File: config.mk
export PLATFORM = sky130hd
export DESIGN_NAME = fwg_host
export DESIGN_NICKNAME = d
export VERILOG_FILES = /design/src/rtl/fwg_pkg.sv /design/src/rtl/fwg_host.sv /design/src/rtl/fwg_pin_sync.sv
export SDC_FILE = /design/constraint.sdc
export NUM_CORES = 1
export LEC_CHECK = 0
export ABC_CLOCK_PERIOD_IN_PS = 2200
export BUFFER_PORTS_ARGS = -buffer_cell sky130_fd_sc_hd__buf_4
export CAP_MARGIN = 5
export CORE_MARGIN = 1
export CORE_UTILIZATION = 56
export CTS_BUF_LIST = sky130_fd_sc_hd__clkbuf_4
export DETAILED_ROUTE_END_ITERATION = 8
export PLACE_DENSITY = 0.82
export SLEW_MARGIN = 20
export SYNTH_ARGS = -nofsm -noshare
export SYNTH_HDL_FRONTEND = slang
export SYNTH_HIERARCHICAL = 1
export SYNTH_SLANG_ARGS = --single-unit
File: constraint.sdc
create_clock -name ref_clk -period 2.2 [get_ports ref_clk]
set_input_delay 0.11 -clock ref_clk [delete_from_list [all_inputs] [get_ports ref_clk]]
set_output_delay 0.11 -clock ref_clk [all_outputs]
set_load 0.02 [all_outputs]
File: src/rtl/fwg_pkg.sv
package fwg_pkg;

  // ---------------------------------------------------------------------------
  // Timing
  // ---------------------------------------------------------------------------
  localparam int CLK_PERIOD_NS = 10;
  // Strobe pulses are held well beyond the glitch filter width.
  localparam int GLITCH_NS = 5;
  localparam int STROBE_NS = 100;
  localparam int STROBE_CYC = (STROBE_NS + CLK_PERIOD_NS - 1) / CLK_PERIOD_NS;
  localparam int SETUP_NS = 20;
  localparam int SETUP_CYC = (SETUP_NS + CLK_PERIOD_NS - 1) / CLK_PERIOD_NS;
  localparam int ACCESS_NS = 90;
  localparam int ACCESS_CYC = (ACCESS_NS + CLK_PERIOD_NS - 1) / CLK_PERIOD_NS;
  localparam int SLEEP_EXTRA_NS = 30;
  localparam int SLEEP_CYC =
    (ACCESS_NS + SLEEP_EXTRA_NS + CLK_PERIOD_NS - 1) / CLK_PERIOD_NS;
  localparam int PROG_BUSY_US = 2;
  localparam int PROG_BUSY_CYC = PROG_BUSY_US * 1000 / CLK_PERIOD_NS;
  localparam int ERASE_BUSY_US = 100;
  localparam int ERASE_BUSY_CYC = ERASE_BUSY_US * 1000 / CLK_PERIOD_NS;
  localparam int CNT_W = 16;

  // ---------------------------------------------------------------------------
  // Address and data layout
  // ---------------------------------------------------------------------------
  localparam int ADDR_W = 19;
  localparam int DATA_W = 8;
  localparam int SECT_W = 3;
  localparam int LOW_ORDER_BIT = 0;
  localparam int ID_SELECT_BIT = 1;
  localparam int PROTECT_MODE_BIT = 6;
  localparam int HV_ADDR_BIT = 9;
  localparam int PROTECT_STATUS_BIT = 0;
  localparam logic [DATA_W-1:0] UNPROTECTED_CODE = 8'h00;
  localparam logic [DATA_W-1:0] READ_ID_CMD = 8'h90;
  localparam logic [DATA_W-1:0] RESET_CMD = 8'hF0;
  localparam logic [ADDR_W-1:0] UNLOCK_ADDR1 = 19'h00555;
  localparam logic [ADDR_W-1:0] UNLOCK_ADDR2 = 19'h002AA;
  localparam logic [DATA_W-1:0] UNLOCK_DATA1 = 8'hAA;
  localparam logic [DATA_W-1:0] UNLOCK_DATA2 = 8'h55;

  typedef enum logic [2:0] {
    FWG_OP_READ = 3'h0,
    FWG_OP_WRITE = 3'h1,
    FWG_OP_PROTECT = 3'h2,
    FWG_OP_VERIFY = 3'h3,
    FWG_OP_UNPROTECT = 3'h4,
    FWG_OP_SYS_CHECK = 3'h5
  } fwg_op_t;

  typedef struct packed {
    fwg_op_t op;
    logic [ADDR_W-1:0] addr;
    logic [DATA_W-1:0] data;
  } fwg_req_t;

  // Pin bundle toward the flash; hv flags ask the board to raise the high level.
  typedef struct packed {
    logic ce_n;
    logic oe_n;
    logic we_n;
    logic oe_hv;
    logic addr_hv;
    logic [ADDR_W-1:0] addr;
  } fwg_pins_t;

  function automatic logic [ADDR_W-1:0] fwg_sect_addr(input logic [SECT_W-1:0] s,
                                                      input logic [ADDR_W-1:0] low);
    fwg_sect_addr = {s, low[ADDR_W-SECT_W-1:0]};
  endfunction

endpackage

File: src/rtl/fwg_host.sv
`timescale 1ns/100ps
// Summary of operation
// - Host holds pins non-writing when idle.
// - Write needs chip-select, strobe low, OE high.
// - Protect: high level on address pin and OE.
// - Unprotect: high level, chip-select low, pulse strobe.
// - Protect all sectors before chip unprotect.
module fwg_host
  import fwg_pkg::*;
#(
  parameter int SECTORS = 8
) (
  input wire logic ref_clk,
  input wire logic reset,
  input wire fwg_req_t req,
  input wire logic req_valid,
  output logic req_ready,
  output logic [DATA_W-1:0] rsp_data,
  output logic rsp_valid,
  output logic rsp_protected,
  output fwg_pins_t pins,
  output logic [DATA_W-1:0] dq_out,
  output logic dq_oe_n,
  input wire logic [DATA_W-1:0] dq_in,
  input wire logic lockout_active
);

  initial begin
    if (SECTORS != (1 << SECT_W)) begin
      $error("fwg_host sector count must match the sector field");
    end
  end

  typedef enum logic [2:0] {
    ST_IDLE = 3'h0,
    ST_SETUP = 3'h1,
    ST_STROBE = 3'h2,
    ST_HOLD = 3'h3,
    ST_SAMPLE = 3'h4,
    ST_DONE = 3'h5
  } fwg_state_t;

  // ---------------------------------------------------------------------------
  // Synchronised pins
  // ---------------------------------------------------------------------------
  logic [DATA_W:0] sync_vec;

  fwg_pin_sync #(
    .WIDTH(DATA_W + 1)
  ) u_sync (
    .ref_clk(ref_clk),
    .reset(reset),
    .async_in({lockout_active, dq_in}),
    .sync_out(sync_vec)
  );

  logic lockout_s;
  logic [DATA_W-1:0] dq_s;
  assign lockout_s = sync_vec[DATA_W];
  assign dq_s = sync_vec[DATA_W-1:0];

  // ---------------------------------------------------------------------------
  // Sequencer state
  // ---------------------------------------------------------------------------
  fwg_state_t state_reg, state_next;
  fwg_req_t cur_reg, cur_next;
  fwg_pins_t pins_reg, pins_next;
  logic [DATA_W-1:0] dq_out_reg, dq_out_next;
  logic dq_oe_n_reg, dq_oe_n_next;
  logic [CNT_W-1:0] cnt_reg, cnt_next;
  logic [DATA_W-1:0] rsp_reg, rsp_next;
  logic rsp_valid_reg, rsp_valid_next;
  logic [SECTORS-1:0] prot_seen_reg, prot_seen_next;

  // Idle pin state: all strobes high and nothing at the high level.
  function automatic fwg_pins_t idle_pins(input logic [ADDR_W-1:0] a);
    fwg_pins_t p;
    p.ce_n = 1'b1;
    p.oe_n = 1'b1;
    p.we_n = 1'b1;
    p.oe_hv = 1'b0;
    p.addr_hv = 1'b0;
    p.addr = a;
    idle_pins = p;
  endfunction

  always_comb begin
    state_next = state_reg;
    cur_next = cur_reg;
    pins_next = pins_reg;
    dq_out_next = dq_out_reg;
    dq_oe_n_next = dq_oe_n_reg;
    cnt_next = cnt_reg;
    rsp_next = rsp_reg;
    rsp_valid_next = 1'b0;
    prot_seen_next = prot_seen_reg;
    unique case (state_reg)
      ST_IDLE: begin
        pins_next = idle_pins(pins_reg.addr);
        dq_oe_n_next = 1'b1;
        // A device below lockout would drop the cycle anyway, so wait.
        if (req_valid && !lockout_s) begin
          cur_next = req;
          pins_next.addr = req.addr;
          cnt_next = CNT_W'(SETUP_CYC);
          state_next = ST_SETUP;
          unique case (req.op)
            FWG_OP_READ, FWG_OP_SYS_CHECK: begin
              pins_next.addr[ID_SELECT_BIT] = (req.op == FWG_OP_SYS_CHECK) ? 1'b1
                                              : req.addr[ID_SELECT_BIT];
            end
            FWG_OP_WRITE: begin
              dq_out_next = req.data;
              dq_oe_n_next = 1'b0;
            end
            FWG_OP_PROTECT: begin
              pins_next.addr_hv = 1'b1;
              pins_next.oe_hv = 1'b1;
              prot_seen_next[req.addr[ADDR_W-1 -: SECT_W]] = 1'b1;
            end
            FWG_OP_VERIFY: begin
              pins_next.addr_hv = 1'b1;
              pins_next.addr[ID_SELECT_BIT] = 1'b1;
              pins_next.addr[LOW_ORDER_BIT] = 1'b0;
              pins_next.addr[PROTECT_MODE_BIT] = 1'b0;
            end
            FWG_OP_UNPROTECT: begin
              // Unprotect starts only from a chip whose every sector this host has
              // protected since reset or the last unprotect; otherwise it is answered without a strobe.
              if (&prot_seen_reg) begin
                pins_next.addr_hv = 1'b1;
                pins_next.oe_hv = 1'b1;
                pins_next.addr[PROTECT_MODE_BIT] = 1'b1;
                prot_seen_next = '0;
              end else begin
                rsp_next = UNPROTECTED_CODE;
                state_next = ST_DONE;
              end
            end
            default: begin
              rsp_next = UNPROTECTED_CODE;
              state_next = ST_DONE;
            end
          endcase
        end
      end
      ST_SETUP: begin
        cnt_next = cnt_reg - CNT_W'(1);
        if (cnt_reg == CNT_W'(1)) begin
          pins_next.ce_n = 1'b0;
          if (cur_reg.op == FWG_OP_WRITE) begin
            pins_next.oe_n = 1'b1;
            pins_next.we_n = 1'b0;
            cnt_next = CNT_W'(STROBE_CYC);
            state_next = ST_STROBE;
          end else if (cur_reg.op == FWG_OP_PROTECT || cur_reg.op == FWG_OP_UNPROTECT) begin
            pins_next.we_n = 1'b0;
            cnt_next = CNT_W'(STROBE_CYC);
            state_next = ST_STROBE;
          end else begin
            pins_next.oe_n = 1'b0;
            pins_next.we_n = 1'b1;
            cnt_next = CNT_W'(ACCESS_CYC);
            state_next = ST_SAMPLE;
          end
        end
      end
      ST_STROBE: begin
        cnt_next = cnt_reg - CNT_W'(1);
        if (cnt_reg == CNT_W'(1)) begin
          pins_next.we_n = 1'b1;
          cnt_next = CNT_W'(SETUP_CYC);
          state_next = ST_HOLD;
        end
      end
      ST_HOLD: begin
        cnt_next = cnt_reg - CNT_W'(1);
        if (cnt_reg == CNT_W'(1)) begin
          pins_next = idle_pins(pins_reg.addr);
          dq_oe_n_next = 1'b1;
          rsp_next = UNPROTECTED_CODE;
          state_next = ST_DONE;
        end
      end
      ST_SAMPLE: begin
        cnt_next = cnt_reg - CNT_W'(1);
        // Wait ACCESS_CYC cycles in all, synchroniser depth included, before taking the data.
        if (cnt_reg == CNT_W'(1)) begin
          rsp_next = dq_s;
          pins_next = idle_pins(pins_reg.addr);
          state_next = ST_DONE;
        end
      end
      ST_DONE: begin
        rsp_valid_next = 1'b1;
        state_next = ST_IDLE;
      end
      default: begin
        state_next = ST_IDLE;
      end
    endcase
  end

  always_ff @(posedge ref_clk or posedge reset) begin
    if (reset) begin
      state_reg <= ST_IDLE;
      cur_reg <= '0;
      pins_reg <= '{ce_n: 1'b1, oe_n: 1'b1, we_n: 1'b1, oe_hv: 1'b0, addr_hv: 1'b0,
                    addr: '0};
      dq_out_reg <= '0;
      dq_oe_n_reg <= 1'b1;
      cnt_reg <= '0;
      rsp_reg <= '0;
      rsp_valid_reg <= 1'b0;
      prot_seen_reg <= '0;
    end else begin
      state_reg <= state_next;
      cur_reg <= cur_next;
      pins_reg <= pins_next;
      dq_out_reg <= dq_out_next;
      dq_oe_n_reg <= dq_oe_n_next;
      cnt_reg <= cnt_next;
      rsp_reg <= rsp_next;
      rsp_valid_reg <= rsp_valid_next;
      prot_seen_reg <= prot_seen_next;
    end
  end

  assign req_ready = (state_reg == ST_IDLE) && !lockout_s;
  assign pins = pins_reg;
  assign dq_out = dq_out_reg;
  assign dq_oe_n = dq_oe_n_reg;
  assign rsp_data = rsp_reg;
  assign rsp_valid = rsp_valid_reg;
  assign rsp_protected = rsp_reg[PROTECT_STATUS_BIT];

endmodule

File: src/rtl/fwg_pin_sync.sv
`timescale 1ns/100ps
module fwg_pin_sync
  import fwg_pkg::*;
#(
  parameter int WIDTH = 9
) (
  input wire logic ref_clk,
  input wire logic reset,
  input wire logic [WIDTH-1:0] async_in,
  output logic [WIDTH-1:0] sync_out
);

  initial begin
    if (WIDTH < 1) begin
      $error("fwg_pin_sync width must be positive");
    end
  end

  logic [WIDTH-1:0] meta_reg;
  logic [WIDTH-1:0] meta_next;
  logic [WIDTH-1:0] sync_reg;
  logic [WIDTH-1:0] sync_next;

  // ---------------------------------------------------------------------------
  // Two-stage synchroniser; the first stage feeds only the second.
  // ---------------------------------------------------------------------------
  always_comb begin
    meta_next = async_in;
    sync_next = meta_reg;
  end

  always_ff @(posedge ref_clk or posedge reset) begin
    if (reset) begin
      meta_reg <= '0;
      sync_reg <= '0;
    end else begin
      meta_reg <= meta_next;
      sync_reg <= sync_next;
    end
  end

  assign sync_out = sync_reg;

endmodule

After elaboration in Yosys (flattened, before gate mapping)
Index checks and enable logic that the tools add are counted.

operators by class
  multipliers = 0
  order comparisons = 2
  add/subtract/negate cells = 1
  bitwise operators = 2
  div/mod/pow operators = 0
  mux-type cells = 47
  reductions and logical operators = 30
  shift-type cells = 0
  eq/ne operators = 24

operator list
  cell                     number
  $pmux W16 S4             1
  $mux W16                 3
  $pmux W21 S2             1
  $mux W8                  5
  $pmux W8 S2              2
  $mux W24                 1
  $mux W3                  8
  $pmux W8 S3              1
  $mux W21                 1
  $eq A16 B1 Y1 const B    1
  $reduce_and A4 Y1        4
  $sub A16 B1 Y16 const B  1
  $eq A3 B2 Y1 const B     5
  $eq A3 B3 Y1 const B     5
  $ne A2 B2 Y1 const B     7
  $pmux W3 S4              1
  $mux W1                  10
  $pmux W1 S2              5
  $eq A3 B1 Y1 const B     3
  $reduce_and A3 Y1        3
  $mux W2                  4
  $or A8 B8 Y8             1
  $reduce_and A2 Y1        4
  $reduce_and A8 Y1        1
  19 further kinds         28

word-level totals
  bits in latches = 0
  register bits after elaboration = 90
  input port bits = 42
  memories kept = 0
  ROM bits = 0
  RAM bits = 0
  logic and storage cells = 122

Longest topological paths before layout
Gate-level depths: netlist of the first run.

  depth in word-level cells = 6
  depth in mapped cells = 8
  gate-level depth less buffers = 7

Cells and area by module
Netlist of the first run, hierarchy kept.

by module, submodules not included
  module        instances  cells each  area each (µm²)
  fwg_host      1          346         3444.6
  fwg_pin_sync  1          19          454.2

Worst setup path before layout of the first run
No wires, ideal clock.

  path type = register to register
  from = register state_reg[2]
  to = register dq_out_reg[0], in the netlist dq_out[0]
  cell stages (with the launch flop) = 7
  path slack = 0.112 ns
  path buffers = 2
  data required time = 2.075 ns
  arrival time = 1.963 ns
  cells stage by stage = dfrtp_1 buf_2 nor4_4 nand2_2 or4_1 buf_6 mux2_4

on the way
  cells in the longest elaborated chain, start to end = 2

ends and longest elaborated chain
  what                                RTL line         source
  from (decl)                         fwg_host.sv:65   fwg_state_t state_reg, state_next;
  from (signal assigned)              fwg_host.sv:217  state_reg <= state_next;
  $logic_not A3 Y1                    fwg_host.sv:97   unique case (state_reg)
  $reduce_and A3 Y1 (no source line)  -
  to (signal assigned)                fwg_host.sv:220  dq_out_reg <= dq_out_next;
  to (decl)                           fwg_host.sv:68   logic [DATA_W-1:0] dq_out_reg, dq_out_next;

No other way between the ends.
A chain may end at the register's enable or synchronous reset.

Worst setup path in the final report of the first run
  from = register cnt_reg[6]
  to = register cnt_reg[6]

on the way
  cells in the longest elaborated chain, start to end = 3
  elaborated cells between the ends (all ways) = 5
  classes of those cells = add/sub: 1; eq/ne: 1; mux: 3

ends and longest elaborated chain
  what                                              RTL line                          source
  from (decl)                                       fwg_host.sv:70                    logic [CNT_W-1:0] cnt_reg, cnt_next;
  from (signal assigned)                            fwg_host.sv:222                   cnt_reg <= cnt_next;
  $sub A16 B1 Y16 or $eq A16 B1 Y1 (tied branches)  -
  $mux W16 (on tied branches)                       fwg_host.sv:170, fwg_host.sv:149
  $pmux W16 S4 *                                    fwg_host.sv:97

Every way passes the cells marked *; elsewhere a longest branch is shown, timed or not.

==> results.py, run 1 <==
metrics = {
    "outcome": {
        "status": "finished clean",
    },
    "power_and_ir_drop": {
        "leakage_nw": 2.545,
        "ir_drop_mv": 0.7141,
        "p_per_area_nw_per_um2": 1267,
    },
    "critical_path": {
        "slowest_delay_ps": 490,
        "required_ps": 2530,
        "critPathKind": "reg2reg",
        "crit_fanout": 10,
        "end_kind": "register",
        "worst_path_max_delay_cell": "nor4_2",
        "critPathArrivalTime_ps": 2370,
        "start_kind": "register",
        "path_cells": "nor4_2 -> a41oi_1 -> a211o_1 -> buf_4 -> a21oi_1 -> mux2i_1",
    },
    "synth": {
        "synth_edf_count": 0,
        "synth_xor_area_share_pct": 1.797,
        "syn-instance-count": 365,
        "synth_nets": 409,
        "ys_seq_elements": 90,
        "seq_area_frac_synth_pct": 57.89,
        "syn_avg_cell_area_um2": 10.68,
        "synth_common_cells": "dfrtp_1, nand2_1, nor2_1",
        "synthArstFlopShare_pct": 100.0,
        "syn_area_um2": 3899,
        "netlist.area_leader.share_pct": 55.20,
        "synth_fa_ha_area_share_pct": 0.6418,
        "synth_top_family_by_area": "simple AND/OR/NAND/NOR gates",
        "synth_compound_area_share_pct": 13.32,
        "yosysWarnings": 6,
        "yosys.area.top_type": "dfrtp_1",
        "synthMuxAreaShare_pct": 4.140,
        "synth.area.top_cells": "dfrtp_1, nand2_1, mux2_4, dfstp_2, a22o_1",
        "yosysUniqueCellTypes": 51,
        "synth_simple_gate_area_share_pct": 18.84,
        "synth_most_common_cell": "dfrtp_1",
        "synthFlopType": "dfrtp_1",
    },
    "final_layout": {
        "largest_reg_flops": 24,
        "area_growth_pct": 35.24,
        "fillers": 401,
        "antenna_cells": 0,
        "nets": 548,
        "drive_gt1_share_pct": 29.08,
        "instances_no_fill": 589,
    },
    "global_route": {
        "grt_max_degree": 46,
        "overflow": 0,
        "grt_pass1_vias": 3323,
        "grt_pass1_wl_um": 15920,
        "grt_usage_pct": 28.41,
        "antenna_found_initial": 0,
    },
    "die": {
        "start_util_pct": 57.70,
        "die_h_um": 85.44,
        "top_level_ports": 86,
        "die_area_um2": 7300,
        "core-area_um2": 6756,
        "die_width_um": 85.44,
        "row_count": 30,
    },
    "sta": {
        "fin_crit_sh_pct": 92.91,
        "setup_viol": 0,
        "rsz0062_at_grt": "false",
        "holdWs_ps": 96.98,
        "finalWorstSetupSlack_ps": 156.0,
        "maxSlewViolCount": 0,
        "relSlewSlack_pct": 55.16,
        "max_freq_ghz": 0.4892,
        "min_period_ps": 2044,
        "setup-tns-final_ps": 0,
        "max_slew.worst_pin.slew_ps": 672.6,
        "hold_viol_final": 0,
        "fin_skew_ps": 11.82,
    },
    "clock_tree": {
        "cts_sinks": 90,
        "cts_tree": "done",
        "clock_latency_ps": 430,
        "cts-root-buf": "clkbuf_4",
        "clk_path_buf_depth": 2,
        "htree_num_levels": 3,
        "clkTransAtPathRegs_ps": 140,
        "cts_buffers": 9,
    },
    "placed_design": {
        "dpl.hpwl_um": 6130,
        "dpl.cell_count": 534,
        "gp_congestion": 0.8757,
        "io_buffer_count": 85,
        "dp_slack_ps": 56.07,
    },
    "route": {
        "dr.first_iter.drc_count": 299,
        "wl_met3_um": 487,
        "firstDrtPassIters": 5,
        "routedWlPerCell_um": 16.85,
        "drc": 0,
        "maxUsedRoutingLayer": "met4",
        "wl_um": 9926,
        "ant_nets": 0,
        "wl_met1_um": 4133,
        "wl_met2_um": 5104,
        "via_count": 3335,
        "vias_per_cell": 5.662,
    },
    "flow_run": {
        "drv_cap": 0,
    },
    "worst_hold_path": {
        "min_path_type": "in2reg",
    },
}
## cells by family after synthesis
group,Yosys count
compound gates,79
simple gates,144
xor+xnor,8
fa+ha+maj,2
buf+inv,30
flops,90
mux,12
## stage by stage
stage / total power [mW] / area, um2 / utilization (%)
finish: 6.679 / 5273 / 78.04
global route: 7.063 / 5273 / 78.04
CTS: 6.563 / 5253 / 77.74
detailed placement: 5.591 / 4721 / 69.87
global placement: 5.490 / 4721 / 69.87
floorplan: 4.444 / 3899 / -
## cell type report
| cell class | instances | area [um2] | share of cell area, % |
|---|---|---|---|
| Sequential cell | 90 | 2257 | 42.81 |
| Multi-Input combinational cell | 245 | 1530 | 29.02 |
| Inverter | 14 | 52.55 | 0.9967 |
| Clock inverter | 6 | 66.31 | 1.258 |
| Clock buffer | 10 | 75.07 | 1.424 |
| Timing Repair Buffer | 144 | 1191 | 22.59 |
| Tap cell | 80 | 100.1 | 1.898 |
## final timing paths
| check | endpoint | slack [ps] | cells after the start | startpoint |
|---|---|---|---|---|
| setup reg to reg | cnt_reg[6] | 160 | 6 | cnt_reg[6] |
| min in group asynchronous | rsp_data[2] | 310 | 3 | reset |
| max in group asynchronous | pins[23] | 1190 | 4 | reset |
| hold / removal | pins[6] | 100 | 4 | req[27] |
| hold reg to reg | u_sync/sync_out[5] | 370 | 0 | u_sync/meta_reg[5] |
| setup / recovery | cnt_reg[6] | 160 | 6 | cnt_reg[6] |
## what timing repair did
item / in CTS / in global routing
endpoints found under the setup margin: 0 / 22
hold buffers: 39 / 0
gates resized for setup: 0 / 4
setup buffers: 0 / 0
endpoints found under the hold margin: 87 / 0
## critical path, delay by kind of cell (launching register included)
kind	cells	cell delay (ps)
DFF	1	460
muxes	1	80
and+or+nand+nor	1	490
AOI/OAI and AO/OA	3	730
buffers and inverters	1	190
## power by group
group	leakage [nW]	internal (mW)	switching [mW]
Clock	0.0707	0.362	0.576
Sequential	1.14	2.15	0.407
Combinational	1.33	1.38	1.80
## layout by cell type (no fill, tap or decap), types with 3 or more instances in the layout
cell	count
buf_4	104
dfrtp_1	86
nand2_1	67
dlygate4sd3_1	39
nor2_1	21
o21ai_0	17
a21oi_1	16
inv_1	13
a22o_1	11
o21ai_1	10
nand3_1	10
clkbuf_4	10
nor3_1	9
mux2_4	8
nor4_2	5
a32o_1	5
xor2_1	4
or3_1	4
xnor2_1	4
o31ai_1	4
dfstp_2	4
a221oi_1	3
nand2b_1	3
mux2i_1	3
or4_1	3
nand4_1	3
## layer usage
| metal | vias to the layer above | track usage [%] |
|---|---|---|
| li1 | 1568 | - |
| met1 | 1621 | 35.74 |
| met2 | 122 | 49.02 |
| met3 | 24 | 5.642 |
| met4 | 0 | 10.15 |
| met5 | - | 0 |
Note: power is estimated with default switching activity, not from simulation.
==> inputs of run 2 (changes only) <==
--- a/config.mk
+++ b/config.mk
@@ -5,7 +5,8 @@
 export SDC_FILE = /design/constraint.sdc
 export NUM_CORES = 1
 export LEC_CHECK = 0
-export ABC_CLOCK_PERIOD_IN_PS = 2200
+export ABC_AREA = 1
+export ABC_CLOCK_PERIOD_IN_PS = 2300
 export BUFFER_PORTS_ARGS = -buffer_cell sky130_fd_sc_hd__buf_4
 export CAP_MARGIN = 5
 export CORE_MARGIN = 1
==> constraint.sdc (replaced) <==
create_clock -name ref_clk -period 2.3 [get_ports ref_clk]
set_input_delay 0.115 -clock ref_clk [delete_from_list [all_inputs] [get_ports ref_clk]]
set_output_delay 0.115 -clock ref_clk [all_outputs]
set_load 0.02 [all_outputs]
==> run 2 against run 1 <==
  * Wire length up 2.1%
  * Critical path depth up 3
  * Clock-buffer cell count down 1
  * Synthesized cell count up 25%
  * First-iteration DRC count down 24%
  * Clock power down 4.1%
  * Highest routed layer unchanged
  * Hold slack worse by 110 ps
  * Flip-flop and latch count unchanged
  * Die area up 3.4%
  * The flow now finishes with violations (negative hold slack)
  * Non-clock buffer count down 17
  * Combinational power up 1%
==> results.py, run 2 <==
metrics = {
    "route": {
        "via_count": 3556,
        "drc": 0,
        "vias_per_cell": 5.161,
        "dr.first_iter.drc_count": 228,
        "routedWlPerCell_um": 14.71,
        "wl_um": 10130,
        "firstDrtPassIters": 5,
        "ant_nets": 0,
    },
    "final_layout": {
        "mostFrequentLayoutCell": "nand2_1",
        "nets": 632,
        "final_util_pct": 77.40,
        "drive_gt1_share_pct": 24.79,
        "design_area_um2": 5316,
        "largest_reg_flops": 24,
        "layout_common_cells": "nand2_1, buf_4, dfrtp_1",
        "antenna_cells": 0,
        "instances_no_fill": 689,
        "area_growth_pct": 31.71,
        "fillers": 438,
    },
    "critical_path": {
        "end_kind": "register",
        "critPathArrivalTime_ps": 2500,
        "crit_fanout": 17,
        "required_ps": 2720,
        "critPathTopFamily": "simple AND/OR/NAND/NOR gates",
        "worst_path_max_delay_cell": "dfrtp_1",
        "critPathKind": "reg2reg",
        "path_cells": "inv_2 -> nand2_2 -> nor2_4 -> inv_4 -> nor2_4 -> nand2_2 -> inv_2 -> nand2_1 -> nand2_1",
        "start_kind": "register",
        "rrSetupSlack_ps": 230,
        "critPathBufInv": 3,
        "slowest_delay_ps": 480,
    },
    "placed_design": {
        "dpl.cell_count": 634,
        "io_buffer_count": 85,
        "dp_slack_ps": 437.5,
        "dpl.hpwl_um": 6357,
        "gp_congestion": 0.8024,
        "placed_area_um2": 4792,
    },
    "worst_hold_path": {
        "min_path_type": "in2reg",
    },
    "synth": {
        "synth.area.top_cells": "dfrtp_1, nand2_1, nor2_1, inv_1, mux2_2",
        "yosysUniqueCellTypes": 32,
        "synth_common_cells": "nand2_1, dfrtp_1, nor2_1",
        "yosys.area.top_type": "dfrtp_1",
        "synthArstFlopShare_pct": 100.0,
        "yosysWarnings": 6,
        "seq_area_frac_synth_pct": 55.92,
        "synthFlopType": "dfrtp_1",
        "synth_edf_count": 0,
        "synth_most_common_cell": "nand2_1",
        "synth_nets": 500,
        "syn_avg_cell_area_um2": 8.852,
        "ys_seq_elements": 90,
        "syn_area_um2": 4036,
        "syn-instance-count": 456,
        "netlist.area_leader.share_pct": 53.32,
    },
    "clock_tree": {
        "clock_latency_ps": 480,
        "clk_path_buf_depth": 2,
        "cts-root-buf": "clkbuf_4",
        "cts_buffers": 9,
        "cts_setup_buffers": 0,
        "cts_tree": "done",
        "htree_num_levels": 3,
        "cts_sinks": 90,
        "clkTransAtPathRegs_ps": 160,
    },
    "power_and_ir_drop": {
        "p_per_area_nw_per_um2": 1246,
        "leakage_nw": 2.739,
        "totalPowerFinal_mw": 6.623,
        "ir_drop_mv": 0.9046,
    },
    "die": {
        "row_count": 30,
        "start_util_pct": 58.76,
        "core-area_um2": 6869,
        "die_area_um2": 7552,
        "die_h_um": 86.90,
        "die_width_um": 86.90,
        "top_level_ports": 86,
    },
    "sta": {
        "setup-tns-final_ps": 0,
        "fin_skew_ps": 18.87,
        "finalWorstSetupSlack_ps": 225.7,
        "holdWs_ps": -10.81,
        "max_freq_ghz": 0.4821,
        "setup_viol": 0,
        "maxSlewViolCount": 0,
        "hold_viol_final": 1,
        "max_slew.worst_pin.slew_ps": 639.5,
        "rsz0062_at_grt": "false",
        "fin_crit_sh_pct": 90.19,
        "relSlewSlack_pct": 57.32,
        "min_period_ps": 2074,
    },
    "global_route": {
        "grt_pass1_wl_um": 16990,
        "overflow": 0,
        "grt_usage_pct": 29.86,
        "antenna_found_initial": 0,
        "grt_pass1_vias": 3587,
        "grt_max_degree": 45,
    },
    "outcome": {
        "status": "complete, but fails checks",
        "violations": "negative hold slack",
    },
    "flow_run": {
        "drv_cap": 0,
    },
}
-- run 2: changes by cell type after synthesis, sizes merged, moves of 5 or more --
cell / change
a21oi: -7
a22o: -11
a32o: -5
clkbuf: -7
inv: +35
nand2: +56
nand3: +12
nand4: +9
nor2: +42
nor4: -8
o21ai: +8
-- run 2: worst min-delay path, delay by kind of cell --
kind                   cells  cell delay (ps)
AOI/OAI and AO/OA          1              130
buffers and inverters      2              180
-- run 2: power breakdown --
part           internal [mW]  switching [mW]  total [mW]
Sequential              2.10           0.403        2.50
Combinational           1.22            2.00        3.22
Clock                  0.253           0.647       0.900
-- run 2: final cells by class --
class	instances	area, um2	share of cell area, %
Inverter	49	186.4	3.507
Clock inverter	7	66.31	1.247
Tap cell	96	120.1	2.259
Timing Repair Buffer	127	1064	20.00
Multi-Input combinational cell	311	1555	29.25
Clock buffer	9	67.56	1.271
Sequential cell	90	2257	42.46
-- run 2: worst paths after layout --
kind                               startpoint                 end  depth (start not counted)
max                              state_reg[1]           dq_out[3]                          9
min                                   req[26]            pins[18]                          3
max reg2reg                      state_reg[1]           dq_out[3]                          9
min reg2reg                u_sync/meta_reg[5]  u_sync/sync_out[5]                          0
max in group asynchronous               reset            pins[21]                          4
min in group asynchronous               reset           dq_out[7]                          3
-- run 2: logic make-up (layout without fill, tap and decap cells) --
family          Yosys count  after routing  synth area share (%)
compound gates           50             50                 6.696
buf+inv                  55            192                 5.549
xor+xnor                  6              6                 1.302
fa+ha+maj                 2              2                0.6199
flops                    90             90                 55.92
simple gates            240            240                 26.29
mux                      13             13                 3.627
-- run 2: repair_timing --
action / in CTS / in global routing
hold buffers: 39 / 0
hold endpoints to repair: 124 / 0
gates resized for setup: 0 / 0
-- run 2: metal layers --
metal  wire length, um  part of all wire (%)  GRT usage, %  vias to the layer above
met3               631                   6.2         8.436                       28
met1              4349                    43         37.18                     1684
met4               229                   2.3         11.67                        0
met2              4923                    49         49.46                      113
met5                 0                     0             0                        -
li1                  -                     -             -                     1731
==> inputs of run 3 (changes only) <==
--- a/config.mk
+++ b/config.mk
@@ -9,13 +9,14 @@
 export ABC_CLOCK_PERIOD_IN_PS = 2300
 export BUFFER_PORTS_ARGS = -buffer_cell sky130_fd_sc_hd__buf_4
 export CAP_MARGIN = 5
+export CELL_PAD_IN_SITES_DETAIL_PLACEMENT = 1
+export CELL_PAD_IN_SITES_GLOBAL_PLACEMENT = 1
 export CORE_MARGIN = 1
-export CORE_UTILIZATION = 56
+export CORE_UTILIZATION = 42
 export CTS_BUF_LIST = sky130_fd_sc_hd__clkbuf_4
 export DETAILED_ROUTE_END_ITERATION = 8
-export PLACE_DENSITY = 0.82
+export PLACE_DENSITY_LB_ADDON = 0.1
 export SLEW_MARGIN = 20
 export SYNTH_ARGS = -nofsm -noshare
 export SYNTH_HDL_FRONTEND = slang
-export SYNTH_HIERARCHICAL = 1
 export SYNTH_SLANG_ARGS = --single-unit
==> run 3 against run 2 <==
  * Register-to-register slack improved by 60 ps
  * Critical endpoint is now dq_oe_n
  * Hold slack gained 59 ps
  * Area after synthesis increased by 1.4%
  * The run now ends clean
  * Die area rose by 34%
  * Wire length up 5.9%
  * Core utilization is 19 points lower
  * Flip-flop and latch count unchanged
  * Via count decreased by 1.2%
  * Critical path depth shrank 1
  * Clock-buffer cell count did not move
==> results.py, run 3 <==
metrics = {
    "final_layout": {
        "largest_reg_flops": 24,
        "area_growth_pct": 32.04,
        "antenna_cells": 0,
        "fillers": 1098,
        "nets": 636,
        "mostFrequentLayoutCell": "nand2_1",
        "layout_common_cells": "nand2_1, dfrtp_1, buf_4",
        "drive_gt1_share_pct": 25.13,
        "instances_no_fill": 726,
        "design_area_um2": 5404,
    },
    "critical_path": {
        "start_kind": "register",
        "critPathArrivalTime_ps": 2380,
        "critPathKind": "reg2reg",
        "end_kind": "register",
        "required_ps": 2670,
        "crit_fanout": 25,
    },
    "die": {
        "die_h_um": 100.7,
        "start_util_pct": 43.88,
        "core-area_um2": 9328,
        "row_count": 35,
        "die_area_um2": 10140,
        "die_width_um": 100.7,
        "top_level_ports": 86,
    },
    "global_route": {
        "grt_max_degree": 69,
        "overflow": 0,
        "grt_usage_pct": 23.40,
        "antenna_found_initial": 0,
        "grt_pass1_wl_um": 18280,
        "grt_pass1_vias": 3804,
    },
    "synth": {
        "synthArstFlopShare_pct": 100.0,
        "yosysWarnings": 0,
        "synth_nets": 509,
        "seq_area_frac_synth_pct": 55.15,
        "syn_area_um2": 4093,
        "yosys.area.top_type": "dfrtp_1",
        "synthFlopType": "dfrtp_1",
        "syn_avg_cell_area_um2": 8.801,
        "ys_seq_elements": 90,
        "synth_common_cells": "nand2_1, dfrtp_1, nor2_1",
        "netlist.area_leader.share_pct": 52.58,
        "synth_most_common_cell": "nand2_1",
        "synth_edf_count": 0,
        "yosysUniqueCellTypes": 33,
        "syn-instance-count": 465,
        "synth.area.top_cells": "dfrtp_1, nand2_1, nor2_1, o21ai_0, nand3_1",
    },
    "clock_tree": {
        "cts_tree": "done",
        "htree_num_levels": 3,
        "clock_latency_ps": 450,
        "clkTransAtPathRegs_ps": 170,
        "cts-root-buf": "clkbuf_4",
        "cts_setup_buffers": 0,
        "cts_buffers": 9,
        "cts_sinks": 90,
        "clk_path_buf_depth": 2,
    },
    "route": {
        "via_count": 3512,
        "wl_um": 10730,
        "vias_per_cell": 4.837,
        "dr.first_iter.drc_count": 137,
        "firstDrtPassIters": 4,
        "drc": 0,
        "routedWlPerCell_um": 14.78,
        "ant_nets": 0,
    },
    "sta": {
        "maxSlewViolCount": 0,
        "rsz0062_at_grt": "false",
        "holdWs_ps": 48.37,
        "hold_viol_final": 0,
        "setup-tns-final_ps": 0,
        "setup_viol": 0,
        "relSlewSlack_pct": 65.67,
        "fin_skew_ps": 25.87,
        "max_freq_ghz": 0.4974,
        "fin_crit_sh_pct": 87.41,
        "max_slew.worst_pin.slew_ps": 513.8,
        "min_period_ps": 2010,
    },
    "power_and_ir_drop": {
        "p_per_area_nw_per_um2": 510.7,
        "leakage_nw": 2.716,
        "power_frac_comb_pct": 6.5,
        "ir_drop_mv": 0.3727,
        "sw_frac_of_total_pct": 25.24,
        "p_switching_mw": 0.6967,
        "intPower_mw": 2.063,
        "seqPwrFrac_pct": 58.1,
        "pwr-share-clk_pct": 35.4,
    },
    "placed_design": {
        "io_buffer_count": 85,
        "dpl.hpwl_um": 7249,
        "placed_area_um2": 4850,
        "dpl.cell_count": 671,
        "gp_congestion": 0.7841,
    },
    "flow_run": {
        "drv_cap": 0,
    },
    "outcome": {
        "status": "finished clean",
    },
    "worst_hold_path": {
        "min_path_type": "in2reg",
    },
}
==> run 3: path summary, 6_finish.rpt <==
kind	startpoint	to	slack (ps)	depth (start not counted)
worst max-delay path	state_reg[1]	dq_oe_n	290	8
worst min-delay path	req[24]	prot_seen_reg[4]	50	4
worst max register to register	state_reg[1]	dq_oe_n	290	8
worst min register to register	u_sync.meta_reg[8]	u_sync.sync_out[8]	370	0
max in group asynchronous	reset	dq_oe_n	1300	4
min in group asynchronous	reset	u_sync.meta_reg[2]	250	3
==> run 3: power by group through the flow <==
stage | Clock, mW | Sequential (mW) | Combinational, mW
final | 0.977 | 1.60 | 0.180
after global routing | 1.07 | 1.61 | 0.199
after CTS | 1.01 | 1.60 | 0.178
after detailed placement | 0 | 1.63 | 0.126
after global placement | 0 | 1.63 | 0.123
after floorplan | 0 | 1.63 | 0.0490
==> run 3: kinds of logic (layout without fill, tap and decap cells) <==
group                      after synthesis  after routing  share of synthesized area [%]
and+or+nand+nor                        252            252                          27.36
AOI/OAI and AO/OA                       54             54                          7.643
muxes                                    8              8                          2.201
DFF                                     90             90                          55.15
adders and majority gates                2              2                         0.6113
buffers and inverters                   53            185                          5.747
xor gates and xnor gates                 6              6                          1.284
==> run 3: what timing repair did <==
| item | 4_1_cts | 5_1_grt |
|---|---|---|
| hold buffers | 39 | 0 |
| resized for setup | 0 | 0 |
| hold endpoints to repair | 60 | 0 |
==> run 3: per-stage QoR <==
stage	power [mW]	setup WS (ps)	util, %
floorplan	1.681	786.2	-
global placement	1.754	496.0	51.99
detailed placement	1.759	444.5	51.99
CTS	2.792	350.0	57.93
global route	2.875	161.6	57.93
finish	2.760	289.6	57.93
==> run 3: per-layer routing <==
metal	vias up	part of all wire (%)	global-route usage (%)
li1	1728	-	-
met1	1703	44	28.29
met2	68	51	42.10
met3	13	3.5	4.508
met4	0	1.4	7.246
met5	-	0	0
==> run 3: area by class of cell <==
class | instances | area (um2) | area share, %
Sequential cell | 90 | 2257 | 41.77
Multi-Input combinational cell | 322 | 1600 | 29.61
Timing Repair Buffer | 126 | 1056 | 19.54
Inverter | 43 | 165.2 | 3.056
Tap cell | 129 | 161.4 | 2.987
Clock inverter | 7 | 96.34 | 1.783
Clock buffer | 9 | 67.56 | 1.250
==> run 3: critical path, cell delays in order (launching register included) <==
cell     delay, ps
dfrtp_1        530
nor2_2         190
nand2_2        140
nor2_8         240
inv_2          250
nor2_1         220
nand2_1        110
o21ai_0        140
o21ai_0        130
